## config.mk

```make
export PLATFORM = sky130hd
export DESIGN_NAME = sdr_ready_core
export DESIGN_NICKNAME = d
export VERILOG_FILES = /design/src/pkg/sdr_pkg.sv /design/src/pkg/sdr_stream_if.sv /design/src/rtl/sdr_ready_core.sv /design/src/rtl/sdr_result_buf.sv
export SDC_FILE = /design/constraint.sdc
export NUM_CORES = 1
export LEC_CHECK = 0
export ABC_CLOCK_PERIOD_IN_PS = 4700
export BUFFER_PORTS_ARGS = -buffer_cell sky130_fd_sc_hd__buf_2
export CAP_MARGIN = 20
export CORE_UTILIZATION = 30
export DETAILED_ROUTE_END_ITERATION = 10
export PLACE_DENSITY_LB_ADDON = 0.25
export SYNTH_ARGS = -nofsm -noshare
export SYNTH_HDL_FRONTEND = slang
export SYNTH_SLANG_ARGS = --single-unit
```

## constraint.sdc

```tcl
create_clock -name i_core_clk -period 4.7 [get_ports i_core_clk]
set_clock_uncertainty 0.2 [all_clocks]
set_input_delay 0.235 -clock i_core_clk [delete_from_list [all_inputs] [get_ports i_core_clk]]
set_output_delay 0.235 -clock i_core_clk [all_outputs]
set_load 0.01 [all_outputs]
```

## src/pkg/sdr_pkg.sv

```systemverilog
`default_nettype none
// ==========================================================================
// shared constants of the data-ready serial block
package sdr_pkg;
  localparam int          SDR_DATA_W        = 16;
  localparam int          SDR_BUF_DEPTH     = 2;
  // command code that fetches the latest result; plain default value
  localparam logic [7:0]  SDR_CMD_READ_DATA = 8'h10;
  localparam logic [4:0]  SDR_CMD_LAST_BIT  = 5'h07;
  localparam logic [4:0]  SDR_READ_LAST_BIT = 5'h0F;
  localparam logic [15:0] SDR_RST_RESULT    = 16'h0000;
  localparam logic [15:0] SDR_IDLE_SHIFT    = 16'hFFFF;
  localparam logic [2:0]  SDR_RST_CURRENT   = 3'h0;
  localparam logic [1:0]  SDR_RST_SYNC_HIGH = 2'h3;
  localparam logic [1:0]  SDR_RST_SYNC_LOW  = 2'h0;
  localparam logic [1:0]  SDR_BUF_FULL      = 2'h2;
  localparam logic [1:0]  SDR_BUF_EMPTY     = 2'h0;

  typedef enum logic [1:0] {
    SDR_WAIT   = 2'b00,
    SDR_DIRECT = 2'b01,
    SDR_CMD    = 2'b10,
    SDR_RDATA  = 2'b11
  } sdr_phase_t;
endpackage : sdr_pkg
`default_nettype wire

```

## src/pkg/sdr_stream_if.sv

```systemverilog
`timescale 1ns/100ps
`default_nettype none
// ==========================================================================
// valid/ready word stream between the result buffer and the serial core
interface sdr_stream_if;
  logic                          valid;
  logic                          ready;
  logic [sdr_pkg::SDR_DATA_W-1:0] data;

  modport src (output valid, output data, input ready);
  modport snk (input valid, input data, output ready);
endinterface : sdr_stream_if
`default_nettype wire

```

## src/rtl/sdr_ready_core.sv

```systemverilog
`timescale 1ns/100ps
`default_nettype none
// Summary of operation
// - the combined data/ready pin is released whenever chip select is high.
// - with chip select high the combined pin never reports new data, in either ready mode.
// - the dedicated ready pin is always driven, chip select high or low.
// - in ready mode 1 the combined pin is driven to a firm level as soon as chip select falls.
// - on that fall the combined pin shows low when an unread result waits and high otherwise.
// - the read-data command returns a clean copy of the latest result when it is sent in the command phase.
// - temperature-sensor mode set to 1 switches conversions to die temperature.
// - results are passed on unchanged, with no cold-junction correction.
// - both excitation sources take one shared three-bit current setting.
// - ready mode 1 signals on both pins, ready mode 0 on the dedicated pin only.
// - the serial clock idles low, data change on rising and are sampled on falling edges.
// - the dedicated ready pin goes low when a new result is taken from the buffer, which happens only while chip select is high.
// ==========================================================================
module sdr_ready_core (
  input  wire logic        i_core_clk,
  input  wire logic        i_resetn,
  input  wire logic        i_spi_sclk,
  input  wire logic        i_spi_csn_n,
  input  wire logic        i_spi_din,
  output logic             o_combined_dataout_ready_pin,
  output logic             o_combined_dataout_ready_pin_oe,
  output logic             o_dedicated_ready_pin_n,
  input  wire logic        i_ready_indication_mode,
  input  wire logic        i_temp_sensor_mode,
  input  wire logic [2:0]  i_excitation_current_setting,
  output logic             o_temp_sensor_select,
  output logic [2:0]       o_excitation_source_one,
  output logic [2:0]       o_excitation_source_two,
  input  wire logic        i_conv_valid,
  input  wire logic [15:0] i_conv_data,
  output logic             o_conv_ready
);

  typedef struct packed {
    logic [1:0]          csn_s;
    logic [1:0]          sclk_s;
    logic [1:0]          din_s;
    logic                sclk_d;
    sdr_pkg::sdr_phase_t phase;
    logic [4:0]          bit_cnt;
    logic [7:0]          cmd;
    logic [15:0]         out_shift;
    logic [15:0]         latest;
    logic                pending;
    logic                dout_bit;
    logic                dout_oe;
    logic                ready_n;
    logic                temp_sel;
    logic [2:0]          exc_one;
    logic [2:0]          exc_two;
  } sdr_core_t;

  sdr_core_t    q;
  sdr_core_t    next_q;
  sdr_stream_if in_if ();
  sdr_stream_if out_if ();

  logic       sel;
  logic       rise;
  logic       fall;
  logic       take;
  logic       clr;
  logic [7:0] cmd_now;

  // ========================================================================
  // result buffer: a stall while selected backs up to the converter
  assign in_if.valid  = i_conv_valid;
  assign in_if.data   = i_conv_data;
  assign o_conv_ready = in_if.ready;
  // results only move while deselected, so a read never sees a torn word
  assign out_if.ready = (q.phase == sdr_pkg::SDR_WAIT) & q.csn_s[1];

  sdr_result_buf u_buf (
    .i_core_clk (i_core_clk),
    .i_resetn   (i_resetn),
    .s_in       (in_if),
    .s_out      (out_if)
  );

  // ========================================================================
  // serial engine
  always_comb begin
    next_q        = q;
    next_q.csn_s  = {q.csn_s[0], i_spi_csn_n};
    next_q.sclk_s = {q.sclk_s[0], i_spi_sclk};
    next_q.din_s  = {q.din_s[0], i_spi_din};
    next_q.sclk_d = q.sclk_s[1];
    sel     = ~q.csn_s[1];
    rise    = q.sclk_s[1] & ~q.sclk_d;
    fall    = ~q.sclk_s[1] & q.sclk_d;
    take    = out_if.valid & out_if.ready;
    clr     = 1'b0;
    cmd_now = {q.cmd[6:0], q.din_s[1]};
    if (take) begin
      next_q.latest = out_if.data;
    end
    unique case (q.phase)
      sdr_pkg::SDR_WAIT: begin
        if (sel) begin
          next_q.bit_cnt   = '0;
          next_q.cmd       = '0;
          next_q.phase     = q.pending ? sdr_pkg::SDR_DIRECT : sdr_pkg::SDR_CMD;
          next_q.out_shift = q.pending ? q.latest : sdr_pkg::SDR_IDLE_SHIFT;
          // mode 1 shows the ready state at once, mode 0 leaves the line high
          next_q.dout_bit  = i_ready_indication_mode ? ~q.pending : 1'b1;
        end
      end
      sdr_pkg::SDR_DIRECT,
      sdr_pkg::SDR_CMD,
      sdr_pkg::SDR_RDATA: begin
        if (!sel) begin
          next_q.phase = sdr_pkg::SDR_WAIT;
        end else begin
          if (rise) begin
            // ones refill the shifter so flush clocks leave the pin high
            next_q.dout_bit  = q.out_shift[15];
            next_q.out_shift = {q.out_shift[14:0], 1'b1};
          end
          if (fall) begin
            next_q.bit_cnt = q.bit_cnt + 5'h01;
            next_q.cmd     = cmd_now;
            if (q.phase != sdr_pkg::SDR_CMD && q.bit_cnt == sdr_pkg::SDR_READ_LAST_BIT) begin
              clr            = 1'b1;
              next_q.phase   = sdr_pkg::SDR_CMD;
              next_q.bit_cnt = '0;
            end else if (q.phase == sdr_pkg::SDR_CMD && q.bit_cnt == sdr_pkg::SDR_CMD_LAST_BIT) begin
              next_q.bit_cnt = '0;
              if (cmd_now == sdr_pkg::SDR_CMD_READ_DATA) begin
                next_q.phase     = sdr_pkg::SDR_RDATA;
                next_q.out_shift = q.latest;
              end
            end
          end
        end
      end
    endcase
    // a new result outranks the clear of the old one
    next_q.pending  = (q.pending & ~clr) | take;
    next_q.dout_oe  = sel;
    next_q.ready_n  = ~next_q.pending;
    next_q.temp_sel = i_temp_sensor_mode;
    next_q.exc_one  = i_excitation_current_setting;
    next_q.exc_two  = i_excitation_current_setting;
  end

  always_ff @(posedge i_core_clk or negedge i_resetn) begin
    if (!i_resetn) begin
      q           <= '0;
      q.csn_s     <= sdr_pkg::SDR_RST_SYNC_HIGH;
      q.sclk_s    <= sdr_pkg::SDR_RST_SYNC_LOW;
      q.phase     <= sdr_pkg::SDR_WAIT;
      q.out_shift <= sdr_pkg::SDR_IDLE_SHIFT;
      q.latest    <= sdr_pkg::SDR_RST_RESULT;
      q.dout_bit  <= 1'b1;
      q.ready_n   <= 1'b1;
      q.exc_one   <= sdr_pkg::SDR_RST_CURRENT;
      q.exc_two   <= sdr_pkg::SDR_RST_CURRENT;
    end else begin
      q <= next_q;
    end
  end

  assign o_combined_dataout_ready_pin    = q.dout_bit;
  assign o_combined_dataout_ready_pin_oe = q.dout_oe;
  assign o_dedicated_ready_pin_n         = q.ready_n;
  assign o_temp_sensor_select            = q.temp_sel;
  assign o_excitation_source_one         = q.exc_one;
  assign o_excitation_source_two         = q.exc_two;
endmodule : sdr_ready_core
`default_nettype wire

```

## src/rtl/sdr_result_buf.sv

```systemverilog
`timescale 1ns/100ps
`default_nettype none
// ==========================================================================
// two-entry result buffer; ready on the fill side is a flip-flop
module sdr_result_buf (
  input  wire logic   i_core_clk,
  input  wire logic   i_resetn,
  sdr_stream_if.snk   s_in,
  sdr_stream_if.src   s_out
);

  typedef struct packed {
    logic [sdr_pkg::SDR_BUF_DEPTH-1:0][sdr_pkg::SDR_DATA_W-1:0] mem;
    logic                                                      wptr;
    logic                                                      rptr;
    logic [1:0]                                                cnt;
    logic                                                      in_rdy;
    logic                                                      out_vld;
  } sdr_buf_t;

  sdr_buf_t q;
  sdr_buf_t next_q;
  logic     push;
  logic     pop;

  // ========================================================================
  // next state
  always_comb begin
    next_q = q;
    push   = s_in.valid & q.in_rdy;
    pop    = q.out_vld & s_out.ready;
    if (push) begin
      next_q.mem[q.wptr] = s_in.data;
      next_q.wptr        = ~q.wptr;
    end
    if (pop) begin
      next_q.rptr = ~q.rptr;
    end
    if (push && !pop) begin
      next_q.cnt = q.cnt + 2'h1;
    end else if (pop && !push) begin
      next_q.cnt = q.cnt - 2'h1;
    end
    next_q.in_rdy  = (next_q.cnt != sdr_pkg::SDR_BUF_FULL);
    next_q.out_vld = (next_q.cnt != sdr_pkg::SDR_BUF_EMPTY);
  end

  always_ff @(posedge i_core_clk or negedge i_resetn) begin
    if (!i_resetn) begin
      q         <= '0;
      q.in_rdy  <= 1'b1;
    end else begin
      q <= next_q;
    end
  end

  assign s_in.ready  = q.in_rdy;
  assign s_out.valid = q.out_vld;
  assign s_out.data  = q.mem[q.rptr];
endmodule : sdr_result_buf
`default_nettype wire

```

* Word-level counts from Yosys, hierarchy flattened
Index checks and enable logic that the tools add are counted.
W data, S select, Z words.
** Operators by class
- Div/mod/pow operators :: 0
- Reduce and logical (&&, ||, !) cells :: 14
- Multipliers :: 0
- Shift operators :: 0
- Order comparisons :: 3
- Multiplexer cells :: 30
- Equality and inequality tests :: 15
- Bitwise logic cells :: 15
- $add $sub $neg :: 3
** Operator list (number)
- $mux W16 :: 8
- $mux W31 :: 2
- $pmux W31 S2 :: 1
- $bwmux W32 :: 1
- $mux W29 :: 1
- $demux W16 S1 :: 1
- $mux W7 :: 2
- $ne A2 B2 Y1 const B :: 6
- $mux W2 :: 5
- $eq A8 B5 Y1 const B :: 1
- $mux W1 :: 8
- $ne A4 B4 Y1 const B :: 2
- $not A1 Y1 :: 8
- $and A1 B1 Y1 :: 6
- $reduce_and A3 Y1 :: 2
- $add A5 B1 Y5 const B :: 1
- $eq A5 B3 Y1 const B :: 1
- $eq A5 B4 Y1 const B :: 1
- $logic_and A1 B1 Y1 :: 5
- $eq A2 B2 Y1 const B :: 2
- $lt A1 B2 Y1 const B :: 2
- $reduce_and A4 Y1 :: 1
- $ne A3 B3 Y1 const B :: 1
- $reduce_or A3 Y1 :: 1
- 10 further kinds :: 11
** Storage, ports and cells
- Memory bits (writable) :: 0
- Output and inout bits :: 11
- Memory bits (read-only) :: 0
- Memories kept :: 0
- Logic and storage cells :: 102
- Bits in registers :: 99
- Bits in latches :: 0
- Input bits :: 27

* Logic depth before layout (Yosys ltp)
Gate-level depths: netlist of the first run.
- Depth after elaboration :: 10
- Mapped depth :: 7
- Gate-level depth less buffers :: 7

* Modules after synthesis
From an unflattened synthesis of the first run, not the netlist that was laid out.
** Unflattened totals
- Cell total of the unflattened synthesis :: 377
- Area total of the unflattened synthesis :: 4611.9 sq um
** Modules (own cells, without submodules)
- sdr_ready_core :: seq. area each 1551.5 sq um, instances 1, area each 2870.3 sq um, cells an instance 261
- sdr_result_buf :: seq. area each 952.2 sq um, instances 1, area each 1741.7 sq um, cells an instance 116

* Worst setup path after synthesis of the first run
Ideal clock, no wire load.
- Path type :: register to register
- Start :: reg u_buf.q, in the netlist u_buf.s_in.ready
- End :: reg u_buf.q[13] (netlist name)
- Cell stages (with the launch flop) :: 6
- Setup time :: 0.125 ns
- Clock period less this slack :: 1.905 ns
- Data arrival time :: 1.580 ns
- Path slack :: 2.795 ns
- Path buffers :: 2
- Data required time :: 4.375 ns
- Cells stage by stage :: dfstp_2 > nand2_1 > or2_2 > clkbuf_1 > buf_2 > mux2_2
** On the way
- Cells in the longest elaborated chain, start to end :: 1
** Ends and longest elaborated chain
- start: declaration :: line sdr_result_buf.sv:21 : sdr_buf_t q;
- start signal: assignment :: line sdr_result_buf.sv:53 : q <= next_q;
- $and A1 B1 Y1 :: line sdr_result_buf.sv:30 : push = s_in.valid & q.in_rdy;
No other way between the ends.
A chain may end at the register's enable or synchronous reset.

==> summary.txt, run 1 <==
Worst setup path
  • Reg2Reg Setup Slack: 1.97 ns
  • Worst-path fanout max: 37
  • CP arrival: 2.81 ns
  • Worst r2r path cells: 6
  • Startpoint types: flip-flop
  • Setup crit end kind: flip-flop
  • Worst endpoint required time: 4.78 ns
  • Critical register-to-register path startpoint: q[56]
  • Critical path class: reg -> reg
  • RR Endpoint: u_buf.s_in.ready

Logic synthesis
  • Post-Synthesis Cells: 385
  • Synth cell types: 42
  • Primary FF master, synth: dfrtp_1
  • Synth top area cells: dfrtp_1 44%, dfstp_2 12%, mux2_2 8.9%
  • Register area share after synthesis: 56.3%
  • Synth warn: 0
  • Async SR Flop Fraction: 100%
  • Synth top area share: 43.9%
  • Average size of a mapped cell: 11.5 µm²
  • Number of flops mapped to enable cells by yosys: 0
  • Synthesized area: 4440 µm²
  • Syn Nets: 414
  • Seq cells post-synth: 99
  • Largest area contributor in the netlist: dfrtp_1

Drt
  • Via-to-Cell Ratio: 4.83
  • Drt pass-1 iters: 4
  • Via count: 3,012
  • Initial DRC Count: 154
  • Routed WL: 8530 µm
  • Routed len/inst: 13.7 µm
  • Antenna viol nets, final: 0
  • Drt drc: 0

Timing
  • Slew @ Worst Pin: 0.979 ns
  • Min Tclk post-route: 2.73 ns
  • Setup_tns: 0 ns
  • Final Setup Violations: 0
  • Unrepaired setup endpoints after global routing: false
  • Period utilization: 58.2%
  • Final worst slack: 1.97 ns
  • Final Hold Fails: 0
  • Fmax achieved: 366 MHz
  • Final Max Slew Viols: 0
  • Worst slew margin: 34.5%

Final layout
  • Layout area overhead: 19.0%
  • Ant. Diodes: 0
  • Nets: 463
  • Design area: 5290 µm²
  • Fillers: 1,428
  • Share of cells above drive strength 1: 28.0%

Pwr
  • Static leakage: 2.33 nW
  • PD cells: 536 nW/µm²
  • Maximum vdd ir drop: 0.319 mV

Clock tree
  • CTS tree: done
  • Longest Clk Path Bufs: 2
  • Clock root buffer: clkbuf_16
  • CTS Sinks: 99
  • Worst-path clk slew: 0.07 ns
  • H-Tree Depth: 3
  • Worst-Skew Late Latency: 0.35 ns
  • CTS Buf Count: 9

Floorplan
  • Row cnt: 44
  • Chip width: 124 µm
  • Die H: 124 µm
  • I/O pin count: 38
  • Die area: 15,300 µm²
  • Starting Density: 30.7%
  • Core footprint: 14,500 µm²

Worst hold path
  • Worst-case hold path end point: u_buf.q[5]
  • Hold_sp: i_conv_valid
  • Hold path cells: 4
  • Min-delay worst type: in -> reg

Placed design
  • Pre-CTS worst setup slack: 1.93 ns
  • Dpl cell area: 4730 µm²
  • Post-DP HPWL: 5550 µm
  • Routability cong.: 0.740
  • IO Port Bufs: 37

Global route
  • Total track usage: 12.7%
  • Global-route wire length before repair: 14,600 µm
  • GR Overflow Total: 0
  • Vias in the first global route: 3,001
  • Antenna violations before repair: 0
  • Largest net degree at the start of global routing: 60

Outcome
  • Status: finished, final reports clean

Flow run
  • Max-cap violations: 0
==> worst max path at each step <==
stage	startpoint	to	slack (ns)	cells after the start
4_1_cts	q[56]	u_buf.s_in.ready	1.94	6
6_report	q[56]	u_buf.s_in.ready	1.97	6
3_3_place_gp	q[56]	q[57]	1.88	5
3_5_place_dp	q[56]	u_buf.s_in.ready	1.93	6
5_1_grt	q[56]	u_buf.s_out.valid	1.74	6
2_1_floorplan	u_buf.s_in.ready	u_buf.q[13]	2.80	5
==> cell families (layout without fill, tap and decap cells) <==
kind of cell    count (synthesis)  after routing  synth area share (%)
simple gates                  106            106                  12.6
flops                          99             99                  56.3
compound gates                 69             69                  10.4
mux                            59             59                  14.3
buf+inv                        47            101                  5.18
xor+xnor                        3              3                 0.591
fa+ha+maj                       2              2                 0.563
==> cells in the final DEF, fill, tap and decap left out, types with 3 or more instances in the layout <==
cell type,n
a21oi_1,25
a222oi_1,7
a22o_1,8
and2_1,4
and3_1,11
buf_2,36
buf_4,5
clkbuf_16,9
dfrtp_1,78
dfstp_2,21
dlygate4sd3_1,24
inv_1,19
mux2_2,35
mux2i_1,24
nand2_1,29
nand3_1,3
nor2_1,32
nor3_1,11
o21ai_0,15
o41ai_1,7
==> per-layer routing <==
| layer | global-route usage, % | vias up | share of wire (%) |
|---|---|---|---|
| li1 | - | 1456 | - |
| met1 | 16.0 | 1490 | 47 |
| met3 | 4.44 | 11 | 4.0 |
| met2 | 20.4 | 55 | 47 |
| met5 | 0 | - | 0 |
| met4 | 3.77 | 0 | 1.2 |
==> worst max-delay path: stages (launching register included) <==
cell and delay (ns):
dfrtp_1 0.46, nor2_1 0.78, and3_1 0.29, buf_4 0.33
nor2_1 0.17, mux2_2 0.29, a22oi_1 0.14
==> layout make-up <==
cell class	instances	area (µm²)	share of cell area [%]
multi-input combinational	239	1710	32.3
clock buffer	9	225	4.26
inverter	19	71.3	1.35
clock inverter	7	82.6	1.56
sequential	99	2500	47.3
tap	184	230	4.35
timing repair buffer	66	465	8.80
==> cell usage after synthesis (all sizes together) (3+ instances only) <==
library cell / n
nand3: 3
a22o: 8
a222oi: 7
clkbuf: 12
nor4b: 3
dfrtp: 78
nor2: 33
dfstp: 21
mux2: 35
inv: 19
and3: 12
mux2i: 24
nand2: 29
and2: 4
o41ai: 8
nor3: 11
buf: 16
a21oi: 25
o21ai: 15
==> what timing repair did <==
action,CTS,global route
hold endpoints to repair,83,0
gates resized for setup,0,0
hold buffers,24,0
setup buffers,0,0
==> state kept, by name (all words and copies together), names as in the netlist <==
name / cells
q: 42
u_buf.q: 36
cmd_now: 8
next_q: 4
o_excitation_source_two: 3
o_combined_dataout_ready_pin: 1
o_combined_dataout_ready_pin_oe: 1
o_dedicated_ready_pin_n: 1
o_temp_sensor_select: 1
u_buf.s_in.ready: 1
u_buf.s_out.valid: 1
==> metrics by stage <==
step           utilization [%]  std cells  hold WS [ns]  total power (W)
2_1_floorplan                -        385        -0.261          0.00190
3_3_place_gp              32.6        581         0.143          0.00205
3_5_place_dp              32.7        582         0.142          0.00208
4_1_cts                   36.5        622        0.0411          0.00288
5_1_grt                   36.5        623        0.0790          0.00303
6_report                  36.5        623        0.0516          0.00284
==> power breakdown <==
| group | internal [W] | total (W) | switching (W) | leakage (nW) |
|---|---|---|---|---|
| Sequential | 0.00118 | 0.00140 | 0.000214 | 1.15 |
| Combinational | 0.000380 | 0.000673 | 0.000293 | 1.04 |
| Clock | 0.000422 | 0.000765 | 0.000343 | 0.150 |
No activity file was read; power rests on OpenSTA's default activity.
==> run 2: changes to the inputs <==
--- a/config.mk
+++ b/config.mk
@@ -5,7 +5,7 @@
 export SDC_FILE = /design/constraint.sdc
 export NUM_CORES = 1
 export LEC_CHECK = 0
-export ABC_CLOCK_PERIOD_IN_PS = 4700
+export ABC_CLOCK_PERIOD_IN_PS = 2850
 export BUFFER_PORTS_ARGS = -buffer_cell sky130_fd_sc_hd__buf_2
 export CAP_MARGIN = 20
 export CORE_UTILIZATION = 30
==> constraint.sdc (replaced) <==
create_clock -name i_core_clk -period 2.85 [get_ports i_core_clk]
set_clock_uncertainty 0.2 [all_clocks]
set_input_delay 0.1425 -clock i_core_clk [delete_from_list [all_inputs] [get_ports i_core_clk]]
set_output_delay 0.1425 -clock i_core_clk [all_outputs]
set_load 0.01 [all_outputs]
==> summary.txt, run 2 (synthesized netlist as in run 1, its figures left out) <==
Clock tree
  • # hold bufs at CTS: 26 (+8.3%)
  • CTS Buf Count: 9 (unchanged)
  • H-Tree Depth: 3 (unchanged)
  • CTS Sinks: 99 (unchanged)
  • Post-CTS Setup Bufs: 0 (unchanged)
  • Clock root buffer: clkbuf_16
  • Longest Clk Path Bufs: 2 (unchanged)
  • CTS tree: done
  • CTS resizes: 0 (unchanged)
  • Worst-Skew Late Latency: 0.34 ns (about the same)
  • Worst-path clk slew: 0.07 ns (about the same)

Global route
  • Vias in the first global route: 3,055 (+1.8%)
  • Largest net degree at the start of global routing: 47 (-22%)
  • Total track usage: 12.8% (+0.083 points)
  • Antenna violations before repair: 0 (unchanged)
  • Global-route wire length before repair: 15,000 µm (+2.8%)
  • GR Overflow Total: 0 (unchanged)

Timing
  • Period utilization: 78.1% (+20 points)
  • Final Setup Violations: 0 (unchanged)
  • Slew @ Worst Pin: 0.939 ns (-0.0398 ns)
  • Final Max Slew Viols: 0 (unchanged)
  • Final Hold Fails: 0 (unchanged)
  • Unrepaired setup endpoints after global routing: false
  • Setup_tns: 0 ns (unchanged)
  • Worst slew margin: 37.4% (+2.9 points)
  • Hold_ws: 0.0719 ns (+0.0203 ns)
  • Min Tclk post-route: 2.22 ns (-0.510 ns)
  • Fmax achieved: 450 MHz (+23%)

Placed design
  • Post-DP HPWL: 5640 µm (+1.5%)
  • Dpl cell area: 4780 µm² (+1.1%)
  • IO Port Bufs: 37 (unchanged)
  • Routability cong.: 0.778 (+5.1%)

Drt
  • Via count: 3,045 (+1.1%)
  • Antenna viol nets, final: 0 (unchanged)
  • Routed len/inst: 13.5 µm (-1.4%)
  • Initial DRC Count: 181 (+18%)
  • Drt pass-1 iters: 5 (+1)
  • Via-to-Cell Ratio: 4.84 (+0.13%)
  • Drt drc: 0 (unchanged)
  • Routed WL: 8500 µm (-0.42%)

Floorplan
  • Die H: 124 µm (unchanged)
  • Die area: 15,300 µm² (unchanged)
  • Core footprint: 14,500 µm² (unchanged)
  • Chip width: 124 µm (unchanged)
  • I/O pin count: 38 (unchanged)
  • Row cnt: 44 (unchanged)
  • Starting Density: 30.7% (unchanged)

Final layout
  • Biggest register: q
  • Layout area overhead: 20.7%
  • Fillers: 1,433 (+0.35%)
  • Commonest non-fill, non-tap cell in the layout: dfrtp_1
  • Most frequent cells in the layout: 78 x dfrtp_1, 36 x buf_2, 35 x mux2_2
  • Ant. Diodes: 0 (unchanged)
  • Nets: 469 (+1.3%)
  • Max reg flops: 42 (unchanged)
  • Share of cells above drive strength 1: 28.1% (+0.072 points)
  • Design area: 5360 µm² (+1.4%)

Worst setup path
  • Setup crit end kind: flip-flop
  • Critical path class: reg -> reg
  • Worst-path fanout max: 9 (-76%)
  • CP arrival: 2.28 ns (-0.53 ns)
  • Worst r2r path cells: 5 (-1)
  • Worst endpoint required time: 2.90 ns (-1.88 ns)
  • Startpoint types: flip-flop

Flow run
  • Max-cap violations: 0 (unchanged)

Pwr
  • NetSw: 0.00137 W (+61%)
  • PD cells: 884 nW/µm² (+65%)
  • Combinational power share: 23.7% (about the same)
  • Static leakage: 2.37 nW (+1.6%)
  • Clock power share: 27.8% (+0.8 points)
  • Maximum vdd ir drop: 0.564 mV (+77%)
  • Int Pwr: 0.00337 W (+70%)
  • Switching part of the total power: 28.9% (-1.1 points)
  • Seq pwr share: 48.5% (-0.8 points)

Outcome
  • Status: finished, final reports clean

Worst hold path
  • Min-delay worst type: in -> async
[run 2: final timing paths]
check                           slack, ns              endpoint       start
worst max-delay path                 0.63                 q[41]       q[56]
worst min-delay path                 0.07  o_temp_sensor_select    i_resetn
worst max register to register       0.63                 q[41]       q[56]
worst min register to register       0.16                 q[64]  next_q[64]
max in group asynchronous            1.64                 q[29]    i_resetn
min in group i_core_clk              0.16                 q[64]  next_q[64]
[run 2: cell type report]
cell class                 instances  area [µm²]  share of cell area (%)
tap                              184         230                    4.29
clock inverter                     5        86.3                    1.61
inverter                          19        71.3                    1.33
sequential                        99        2500                    46.7
multi-input combinational        239        1710                    31.9
timing repair buffer              72         528                    9.85
clock buffer                      11         233                    4.34
[run 2: power by group through the flow]
stage / clock [W] / combinational [W] / sequential (W)
floorplan: 0 / 0.000955 / 0.00218
global placement: 0 / 0.00108 / 0.00231
detailed placement: 0 / 0.00111 / 0.00233
CTS: 0.00137 / 0.00114 / 0.00231
global route: 0.00142 / 0.00128 / 0.00238
finish: 0.00132 / 0.00112 / 0.00230
[run 2: stage by stage]
stage	total power [W]	cells	utilization, %	setup WS (ns)
global placement	0.00339	587	33.0	0.741
CTS	0.00482	629	37.0	0.596
finish	0.00474	629	37.0	0.626
global route	0.00507	629	37.0	0.452
floorplan	0.00314	385	-	0.945
detailed placement	0.00345	587	33.0	0.609
[run 2: critical path: stages, from the launching register on]
cell and delay, ns:
dfrtp_1 0.45, nor2_1 0.43, nand2_1 0.34, and2_1 0.30, nor2_2 0.26, a222oi_1 0.15
[run 2: metal layers]
metal	up-vias	GRT usage (%)	wire (µm)
li1	1465	-	-
met5	-	0	0
met2	60	20.6	3970
met1	1510	16.6	4050
met3	10	2.98	336
met4	0	4.97	131
